[src/pst_pkg.sv]
// Purpose: Constants for the program-space table access datapath
// Assumes: 24-bit program words, 16-bit data words, byte select is address bit 0
// Notes:   Register offsets, op codes and field positions live here only
//
// Behaviour
// - Low table read/write reach program word bits 15..0 directly, not via data space.
// - Only the high table read/write touch program word bits 23..16.
// - Program addresses step by two per 24-bit word; word index is address bits above 0.
// - Program memory is two side-by-side 16-bit spaces; low ops low word, high ops top byte.
// - Every table read and write works in byte mode or 16-bit word mode.
// - Word-mode low read returns program bits 15..0 in data bits 15..0.
// - Byte-mode low read returns upper low-word byte if select is 1, else lower.
// - Word-mode high read returns bits 23..16 low, phantom upper byte always zero.
// - Byte-mode high read returns bits 23..16 if select is 0, zero if 1.
// - High and low table writes store bytes or words, mirroring the reads.
// - Every table access takes its region from the table page register.
// - Page bit 7 clear selects user space, set selects configuration space.

package pst_pkg;

  // Widths
  localparam int PAGE_W  = 8;
  localparam int EA_W    = 16;
  localparam int PWORD_W = 24;
  localparam int DATA_W  = 16;
  localparam int LANES   = 3;
  localparam int RADDR_W = 4;
  localparam int RDATA_W = 32;

  // Register offsets on the plain register port
  localparam logic [RADDR_W-1:0] OFF_PAGE   = 4'h0;
  localparam logic [RADDR_W-1:0] OFF_STATUS = 4'h4;

  // Reset values
  localparam logic [PAGE_W-1:0] PAGE_RESET = 8'h00;

  // Field positions
  localparam int PAGE_CFG_BIT = 7;
  localparam int STAT_BUSY    = 0;
  localparam int STAT_CFG     = 1;
  localparam int STAT_OP_LSB  = 2;
  localparam int BYTE_SEL_BIT = 0;

  // Table operation codes on the core request port
  localparam logic [1:0] OP_READ_LOW   = 2'h0;
  localparam logic [1:0] OP_READ_HIGH  = 2'h1;
  localparam logic [1:0] OP_WRITE_LOW  = 2'h2;
  localparam logic [1:0] OP_WRITE_HIGH = 2'h3;

  // Byte lane enables of a program word
  localparam logic [LANES-1:0] LANE_NONE = 3'h0;
  localparam logic [LANES-1:0] LANE_B0   = 3'h1;
  localparam logic [LANES-1:0] LANE_B1   = 3'h2;
  localparam logic [LANES-1:0] LANE_LOW  = 3'h3;
  localparam logic [LANES-1:0] LANE_HIGH = 3'h4;

  // Controller states
  typedef enum logic [1:0] {
    ST_IDLE,
    ST_ISSUE,
    ST_CAPTURE,
    ST_ANSWER
  } pst_state_t;

endpackage : pst_pkg

[src/pst_table_access.sv]
// Purpose: Table read/write datapath between the core and the program memory array
// Assumes: Memory returns read data the cycle after its read strobe, same clock
// Notes:   One access at a time; requests while not ready are ignored
//          Page is captured when a request is taken, so later page writes apply from the next access
//          A phantom-byte write still strobes memory, with no lane enabled
//
// Our own choices: the register addresses and the plain strobed port.

`timescale 1ns/1ps
`default_nettype none

module pst_table_access #(
  parameter int PAGE_W = pst_pkg::PAGE_W,
  parameter int EA_W   = pst_pkg::EA_W
) (
  input  wire logic                       mclk,
  input  wire logic                       rst_b,
  // Register port
  input  wire logic [pst_pkg::RADDR_W-1:0] regAddr,
  input  wire logic [pst_pkg::RDATA_W-1:0] regWdata,
  input  wire logic                       regWrite,
  input  wire logic                       regRead,
  output logic      [pst_pkg::RDATA_W-1:0] regRdata,
  // Core request side
  input  wire logic                       reqValid,
  input  wire logic [1:0]                 reqOp,
  input  wire logic                       reqByteMode,
  input  wire logic [EA_W-1:0]            reqEa,
  input  wire logic [pst_pkg::DATA_W-1:0] reqWdata,
  output logic                            reqReady,
  output logic                            reqDone,
  output logic      [pst_pkg::DATA_W-1:0] rdData,
  // Program memory side
  output logic      [PAGE_W+EA_W-1:0]     memAddr,
  output logic                            memCfgSpace,
  output logic                            memRead,
  output logic                            memWrite,
  output logic      [pst_pkg::PWORD_W-1:0] memWdata,
  output logic      [pst_pkg::LANES-1:0]  memLane,
  input  wire logic [pst_pkg::PWORD_W-1:0] memRdata
);

  typedef struct packed {
    pst_pkg::pst_state_t         st;
    logic [PAGE_W-1:0]           page;
    logic [1:0]                  op;
    logic                        byteMode;
    logic [PAGE_W+EA_W-1:0]      addr;
    logic                        cfg;
    logic                        rd;
    logic                        wr;
    logic [pst_pkg::PWORD_W-1:0] wdata;
    logic [pst_pkg::LANES-1:0]   lane;
    logic [pst_pkg::DATA_W-1:0]  rdOut;
    logic                        done;
    logic                        ready;
    logic [pst_pkg::RDATA_W-1:0] regOut;
  } pst_regs_t;

  pst_regs_t state_reg;
  pst_regs_t state_next;
  logic      rstMeta_reg;
  logic      rstSync_reg;

  // Shapes a program word into the data word a table read returns
  function automatic logic [pst_pkg::DATA_W-1:0] readShape(
    input logic [1:0]                  op,
    input logic                        byteMode,
    input logic                        byteSel,
    input logic [pst_pkg::PWORD_W-1:0] word
  );
    logic [pst_pkg::DATA_W-1:0] res;
    res = 16'h0000;
    if (op == pst_pkg::OP_READ_LOW) begin
      if (!byteMode) begin
        res = word[15:0];
      end else if (byteSel) begin
        res = {8'h00, word[15:8]};
      end else begin
        res = {8'h00, word[7:0]};
      end
    end else begin
      if (!byteMode) begin
        res = {8'h00, word[23:16]};
      end else if (!byteSel) begin
        res = {8'h00, word[23:16]};
      end else begin
        res = 16'h0000;
      end
    end
    return res;
  endfunction

  // Lane enables for a table write, mirroring the read selection
  function automatic logic [pst_pkg::LANES-1:0] writeLanes(
    input logic [1:0] op,
    input logic       byteMode,
    input logic       byteSel
  );
    logic [pst_pkg::LANES-1:0] res;
    res = pst_pkg::LANE_NONE;
    if (op == pst_pkg::OP_WRITE_LOW) begin
      if (!byteMode) begin
        res = pst_pkg::LANE_LOW;
      end else if (byteSel) begin
        res = pst_pkg::LANE_B1;
      end else begin
        res = pst_pkg::LANE_B0;
      end
    end else if (!byteMode || !byteSel) begin
      res = pst_pkg::LANE_HIGH;
    end
    return res;
  endfunction

  // Reset release through two flip-flops
  always_ff @(posedge mclk or negedge rst_b) begin
    if (!rst_b) begin
      rstMeta_reg <= 1'b0;
      rstSync_reg <= 1'b0;
    end else begin
      rstMeta_reg <= 1'b1;
      rstSync_reg <= rstMeta_reg;
    end
  end

  // Next-state logic for registers, request sequencing and memory strobes
  always_comb begin
    logic bsel;
    bsel = reqEa[pst_pkg::BYTE_SEL_BIT];
    state_next = state_reg;
    state_next.rd = 1'b0;
    state_next.wr = 1'b0;
    state_next.done = 1'b0;
    state_next.regOut = 32'h0000_0000;

    // Page register write and register reads
    if (regWrite && regAddr == pst_pkg::OFF_PAGE) begin
      state_next.page = regWdata[PAGE_W-1:0];
    end
    if (regRead) begin
      unique case (regAddr)
        pst_pkg::OFF_PAGE: begin
          state_next.regOut[PAGE_W-1:0] = state_reg.page;
        end
        pst_pkg::OFF_STATUS: begin
          state_next.regOut[pst_pkg::STAT_BUSY] = !state_reg.ready;
          state_next.regOut[pst_pkg::STAT_CFG] = state_reg.cfg;
          state_next.regOut[pst_pkg::STAT_OP_LSB +: 2] = state_reg.op;
        end
        default: begin
          state_next.regOut = 32'h0000_0000;
        end
      endcase
    end

    unique case (state_reg.st)
      // Take a request only while idle; page and select are captured here
      pst_pkg::ST_IDLE: begin
        if (reqValid) begin
          state_next.op = reqOp;
          state_next.byteMode = reqByteMode;
          state_next.addr = {state_reg.page, reqEa};
          state_next.cfg = state_reg.page[pst_pkg::PAGE_CFG_BIT];
          state_next.ready = 1'b0;
          state_next.st = pst_pkg::ST_ISSUE;
          if (reqOp[1]) begin
            // Writes go out in one cycle and finish at once
            state_next.wr = 1'b1;
            state_next.done = 1'b1;
            state_next.lane = writeLanes(reqOp, reqByteMode, bsel);
            state_next.wdata = {reqWdata[7:0], 16'h0000};
            if (!reqOp[0]) begin
              state_next.wdata = bsel && reqByteMode ?
                {8'h00, reqWdata[7:0], 8'h00} :
                {8'h00, reqByteMode ? {8'h00, reqWdata[7:0]} : reqWdata};
            end
          end else begin
            state_next.rd = 1'b1;
            state_next.lane = pst_pkg::LANE_NONE;
          end
        end
      end
      pst_pkg::ST_ISSUE: begin
        // Write done, or read strobe just out
        if (state_reg.op[1]) begin
          state_next.st = pst_pkg::ST_IDLE;
          state_next.ready = 1'b1;
        end else begin
          state_next.st = pst_pkg::ST_CAPTURE;
        end
      end
      pst_pkg::ST_CAPTURE: begin
        // Memory word stands only now; shape it before it turns invalid
        state_next.rdOut = readShape(state_reg.op, state_reg.byteMode,
                                     state_reg.addr[pst_pkg::BYTE_SEL_BIT], memRdata);
        state_next.done = 1'b1;
        state_next.st = pst_pkg::ST_ANSWER;
      end
      pst_pkg::ST_ANSWER: begin
        // Answer has been shown for one cycle; accept again
        state_next.st = pst_pkg::ST_IDLE;
        state_next.ready = 1'b1;
      end
    endcase
  end

  // State register
  always_ff @(posedge mclk or negedge rstSync_reg) begin
    if (!rstSync_reg) begin
      state_reg <= '{st: pst_pkg::ST_IDLE, page: pst_pkg::PAGE_RESET,
                     op: pst_pkg::OP_READ_LOW, byteMode: 1'b0, addr: '0,
                     cfg: 1'b0, rd: 1'b0, wr: 1'b0, wdata: 24'h00_0000,
                     lane: pst_pkg::LANE_NONE,
                     rdOut: 16'h0000, done: 1'b0, ready: 1'b1,
                     regOut: 32'h0000_0000};
    end else begin
      state_reg <= state_next;
    end
  end

  // Outputs straight from the state flip-flops
  assign regRdata    = state_reg.regOut;
  assign reqReady    = state_reg.ready;
  assign reqDone     = state_reg.done;
  assign rdData      = state_reg.rdOut;
  assign memAddr     = state_reg.addr;
  assign memCfgSpace = state_reg.cfg;
  assign memRead     = state_reg.rd;
  assign memWrite    = state_reg.wr;
  assign memWdata    = state_reg.wdata;
  assign memLane     = state_reg.lane;
endmodule // pst_table_access

`default_nettype wire

[config.mk]
export PLATFORM = sky130hd
export DESIGN_NAME = pst_table_access
export DESIGN_NICKNAME = d
export VERILOG_FILES = /design/src/pst_pkg.sv /design/src/pst_table_access.sv
export SDC_FILE = /design/constraint.sdc
export NUM_CORES = 1
export LEC_CHECK = 0
export ABC_AREA = 1
export ABC_CLOCK_PERIOD_IN_PS = 3900
export BUFFER_PORTS_ARGS = -buffer_cell sky130_fd_sc_hd__buf_2
export CORE_MARGIN = 2
export CORE_UTILIZATION = 35
export CTS_CLUSTER_DIAMETER = 30
export DETAILED_ROUTE_END_ITERATION = 7
export HOLD_SLACK_MARGIN = 0.12
export PLACE_DENSITY = 0.58
export SYNTH_ARGS = -nofsm -noshare
export SYNTH_HDL_FRONTEND = slang
export SYNTH_SLANG_ARGS = --single-unit
export TNS_END_PERCENT = 50
[constraint.sdc]
create_clock -name mclk -period 3.9 [get_ports mclk]
set_clock_uncertainty 0.1 [all_clocks]
set_input_delay 0 -clock mclk [delete_from_list [all_inputs] [get_ports mclk]]
set_output_delay 0 -clock mclk [all_outputs]
set_load 0.005 [all_outputs]
# Yosys cells after proc, flatten, opt, wreduce, memory -nomap -nowiden
# Cells that the tools add are included.
dict set report op_classes {
  eq_ne 7
  n_mux 28
  reduce_logical 13
}
# op count
set ops {}
lappend ops {{two-way mux 16 bit} 4}
lappend ops {{two-way mux 29 bit} 2}
lappend ops {{two-way mux 8 bit} 4}
lappend ops {{two-way mux 25 bit} 1}
lappend ops {{two-way mux 24 bit} 1}
lappend ops {{two-way mux 2 bit} 5}
lappend ops {{two-way mux 3 bit} 3}
lappend ops {{case mux 2 bit (4 select lines)} 1}
lappend ops {{case mux 4 bit (2 select lines)} 1}
lappend ops {{equality test 2 bit, second input constant} 3}
lappend ops {{AND reduction 3 bit} 2}
lappend ops {{equality test 4 x 3 -> 1 bit, second input constant} 1}
lappend ops {{zero test 2 bit} 2}
lappend ops {{zero test 4 bit} 1}
lappend ops {{two-way mux 4 bit} 1}
lappend ops {{!= test 2 bit, second input constant} 2}
lappend ops {{zero test 1 bit} 3}
lappend ops {{two-way mux 1 bit} 3}
lappend ops {{case mux 1 bit (3 select lines)} 1}
lappend ops {{nonzero test 3 bit} 1}
lappend ops {{equality test 2 x 1 -> 1 bit, second input constant} 1}
lappend ops {{logical AND 1 bit} 2}
lappend ops {{case mux 1 bit (2 select lines)} 1}
lappend ops {{AND reduction 2 bit} 1}
lappend ops {{logical OR 1 bit} 1}
dict set report totals {
  register_bits 95
  input_bits 100
}

# Depth between registers and ports, before layout
dict set report logic_depth {
  ltp_word 7
  depth_mapped 8
  depth_no_buf 6
}

# Least setup slack after synthesis
# OpenSTA, ideal clock, no wires.
dict set report synth_timing {
  path_type {register to register}
  from {register state_reg, in the netlist memAddr[0]}
  to {register state_reg, in the netlist rdData[6]}
  setup_ns 0.117
  t_arrival_ns 1.076
  setup_slack_ns 2.608
  stages_incl_launch_ff 9
  path_cell_list {dfrtp_1 > buf_4 > nand2_1 > buf_4 > nand2_1 > nand3_1 > nand2_1 > nand2_1 > nand2_1}
}
dict set report synth_via {
  elab_chain_len 3
  elab_cells_between_ends 5
  cone_classes {mux: 5}
}
# element line_no
set synth_lines {}
lappend synth_lines {{start, declared} pst_table_access.sv:60} ;# pst_regs_t state_reg;
lappend synth_lines {{start signal, assigned} pst_table_access.sv:211} ;# state_reg <= '{st: pst_pkg::ST_IDLE, page: pst_pkg::PAGE_RESET,
lappend synth_lines {{start signal, assigned} pst_table_access.sv:218} ;# state_reg <= state_next;
lappend synth_lines {{two-way mux 8 bit (on tied branches)} {pst_table_access.sv:85, pst_table_access.sv:77}}
lappend synth_lines {{two-way mux 8 bit / two-way mux 16 bit (equally long branches)} {pst_table_access.sv:83, pst_table_access.sv:75}}
lappend synth_lines {{two-way mux 16 bit (*)} pst_table_access.sv:74} ;# if (op == pst_pkg::OP_READ_LOW) begin
# Every way passes the cells marked *; elsewhere a longest branch is shown, timed or not.
# A chain may end at the register's enable or synchronous reset.

# Worst setup path after layout
dict set report layout_timing {
  from {input regAddr[0] (netlist bit)}
  to {register state_reg[114] (netlist bit)}
}
dict set report layout_via {
  elab_chain_len 2
}
# element line_no
set layout_lines {}
lappend layout_lines {{start, declared} pst_table_access.sv:19} ;# input wire logic [pst_pkg::RADDR_W-1:0] regAddr,
lappend layout_lines {{zero test 4 bit} pst_table_access.sv:138} ;# if (regWrite && regAddr == pst_pkg::OFF_PAGE) begin
lappend layout_lines {{logical AND 1 bit} pst_table_access.sv:138}
# Every way passes these cells.

==> summary.md <==
| Metric | Value |
|---|---|
| Status | finished, final reports clean |
| Clk sink count | 94 |
| Vias per cell | 4.36 |
| Initial antenna violation count | 0 |
| Dpl cell area | 4980 um2 |
| CTS tree | yes |
| Post-Syn Area per Cell | 8.29 um2 |
| Post CTS Setup Buffer Count | 0 |
| Post-Syn Instances | 572 |
| Mapped Area | 4740 um2 |
| Ys async rst share | 100% |
| Number of synthesized flops with an enable pin | 0 |
| Vias in the first global route | 4131 |
| Pleak | 3.45 nW |
| Synth cell count leaders | nand2_1 (196), buf_4 (107), dfrtp_1 (93) |
| Register area | 2360 um2 |
| Yosys cell types | 22 |
| # rows | 42 |
| Port bufs | 155 |
| Slew @ Worst Pin | 0.819 ns |
| Min cycle time layout | 2.43 ns |
| Layout fillers | 1369 |
| Clock transition at path regs | 0.07 ns |
| Final Max Tran Viols | 0 |
| NumNets Final | 842 |
| Most common cell in the netlist | nand2_1 |
| Yosys warns | 0 |
| I/O Pins | 204 |
| First-pass GRT wire length | 19.4 mm |
| Post-route ant nets | 0 |
| Critical path endpoint category | register |
| Setup TNS | 0 ns |
| Max-cap violations | 0 |
| P per Cell Area | 610 nW/um2 |
| Post-route design area | 6230 um2 |
| Fmax | 412 MHz |
| # H-tree levels | 3 |
| WL final | 11.9 mm |
| Iter 0 DRT Violations | 185 |
| Crit path kind | in2reg |
| Ant diodes | 0 |
| Startpoint Class | input pin |
| Initial Util | 35.8% |
| DP Wirelength | 7.91 mm |
| Period Utilization, post-route | 62.3% |
| Pin count of the biggest net entering global routing | 64 |
| Synth-to-layout area growth | 31.4% |
| Slew HR | 45.4% |
| Hold Violations, Final | 0 |
| Count of state elements after synthesis | 94 |
| CP Data Required Time | 4.09 ns |
| Min-Delay Path Class | reg2reg |
| DRC viols | 0 |
| Crit path DAT | 2.61 ns |
| Vias | 4020 |
| Core area | 13200 um2 |
| CP max FO | 16 |
| Top cell type's share of synthesized area | 49.1% |
| Tot GR Track Use | 16.7% |
| Share of cells above drive strength 1 | 24.4% |
| Clock latency on the worst-skew pair | 0.34 ns |
| Area leader, netlist | dfrtp_1 |
| Die area | 14500 um2 |
| Total CTS buffers | 9 |
| RePlAce Congestion | 0.785 |
| Clock Tree Root | clkbuf_16 |
| Multi-input gate area | 1440 um2 |
| Power Total | 3.80 mW |
| Ys flop type | dfrtp_1 |
| Total gr overflow | 0 |
| Setup violations, final | 0 |
| Routed WL per cell | 12.9 um |
| Synth area leaders | dfrtp_1 (49%), buf_4 (17%), nand2_1 (16%), nand3_1 (6.1%), inv_1 (3.3%) |
| RSZ-0062 raised after global routing | false |
| CTS resizes | 0 |
| First drt pass iteration count | 4 |
| Buffer depth of the longest clock path | 2 |
| Sequential share of the synthesized area | 49.6% |
| Die H | 120 um |
| VDD IR max | 0.219 mV |
| Die width | 120 um |
## layout by cell type, fill, tap and decap left out, types with 2 or more instances in the layout
cell type	n
nand2_1	196
clkinvlp_4	2
nand2_4	2
nor2_4	3
clkinv_1	2
conb_1	25
inv_1	42
nor2_2	2
clkbuf_16	9
o21ai_0	30
buf_2	155
inv_6	3
o21ai_1	7
o22ai_1	4
nor2_1	9
nand3_1	58
dfrtp_1	92
dlygate4sd3_1	97
## power breakdown
part           switching, mW  leakage, nW  internal, mW  total, mW
sequential             0.249         1.20          1.35       1.60
combinational          0.722         2.11         0.629       1.35
clock                  0.406        0.132         0.444      0.850
total                   1.38         3.45          2.43       3.80
## path summary, 6_finish.rpt
path,start,end,slack [ns],cells past startpoint
min,rstMeta_reg$_DFF_PN0_,rstSync_reg$_DFF_PN0_,0.26,0
max,regAddr[0],state_reg[114]$_DFFE_PN0P_,1.47,9
min reg2reg,rstMeta_reg$_DFF_PN0_,rstSync_reg$_DFF_PN0_,0.26,0
min in group asynchronous,rstSync_reg$_DFF_PN0_,memAddr[15]$_DFFE_PN0P_,0.34,0
max in group asynchronous,rstSync_reg$_DFF_PN0_,reqReady$_DFFE_PN1P_,2.44,1
max reg2reg,state_reg[106]$_DFFE_PN0P_,rdData[2]$_DFFE_PN0P_,1.56,7
## critical path, cell delays in order
cell,delay [ns]
dlygate4sd3_1,0.54
buf_2,0.12
nor2_1,0.21
nand2_1,0.14
nor2_4,0.29
nand2_1,0.10
dlygate4sd3_1,0.57
o21ai_0,0.07
dlygate4sd3_1,0.57
## logic make-up (layout without fill, tap and decap cells)
family,Yosys count,in the layout,share of synthesized area [%]
and+or+nand+nor,271,271,23.9
DFF,94,94,49.6
AOI/OAI and AO/OA,42,42,4.54
other,2,25,0.158
buffers and inverters,163,315,21.8
## what timing repair did
item | 4_1_cts | 5_1_grt
setup endpoints to repair | 0 | 0
hold buffers | 97 | 0
endpoints found under the hold margin | 84 | 0
## through the flow
step	hold slack [ns]	util (%)	worst slack, ns	std cells
final	0.256	47.1	1.47	923
after floorplan	-0.396	-	0.990	595
after CTS	0.262	47.1	1.54	923
after global routing	0.269	47.1	1.34	923
after global placement	-0.315	37.6	1.92	810
after detailed placement	-0.312	37.6	1.90	810
## metal layers
metal / vias up / share of wire, % / track usage [%]
li1: 1995 / - / -
met1: 1878 / 46 / 21.4
met2: 134 / 48 / 28.1
met3: 13 / 5.2 / 2.83
met4: 0 / 1.4 / 6.54
met5: - / 0 / 0
## cell type report
type	count	area share, %
flip-flops and latches	94	37.8
clock inverters	6	0.843
well taps	176	3.53
inverters	46	2.81
multi-input cells	338	23.2
repair buffers	253	28.1
clock buffers	10	3.67
(Power assumes the default switching activity.)
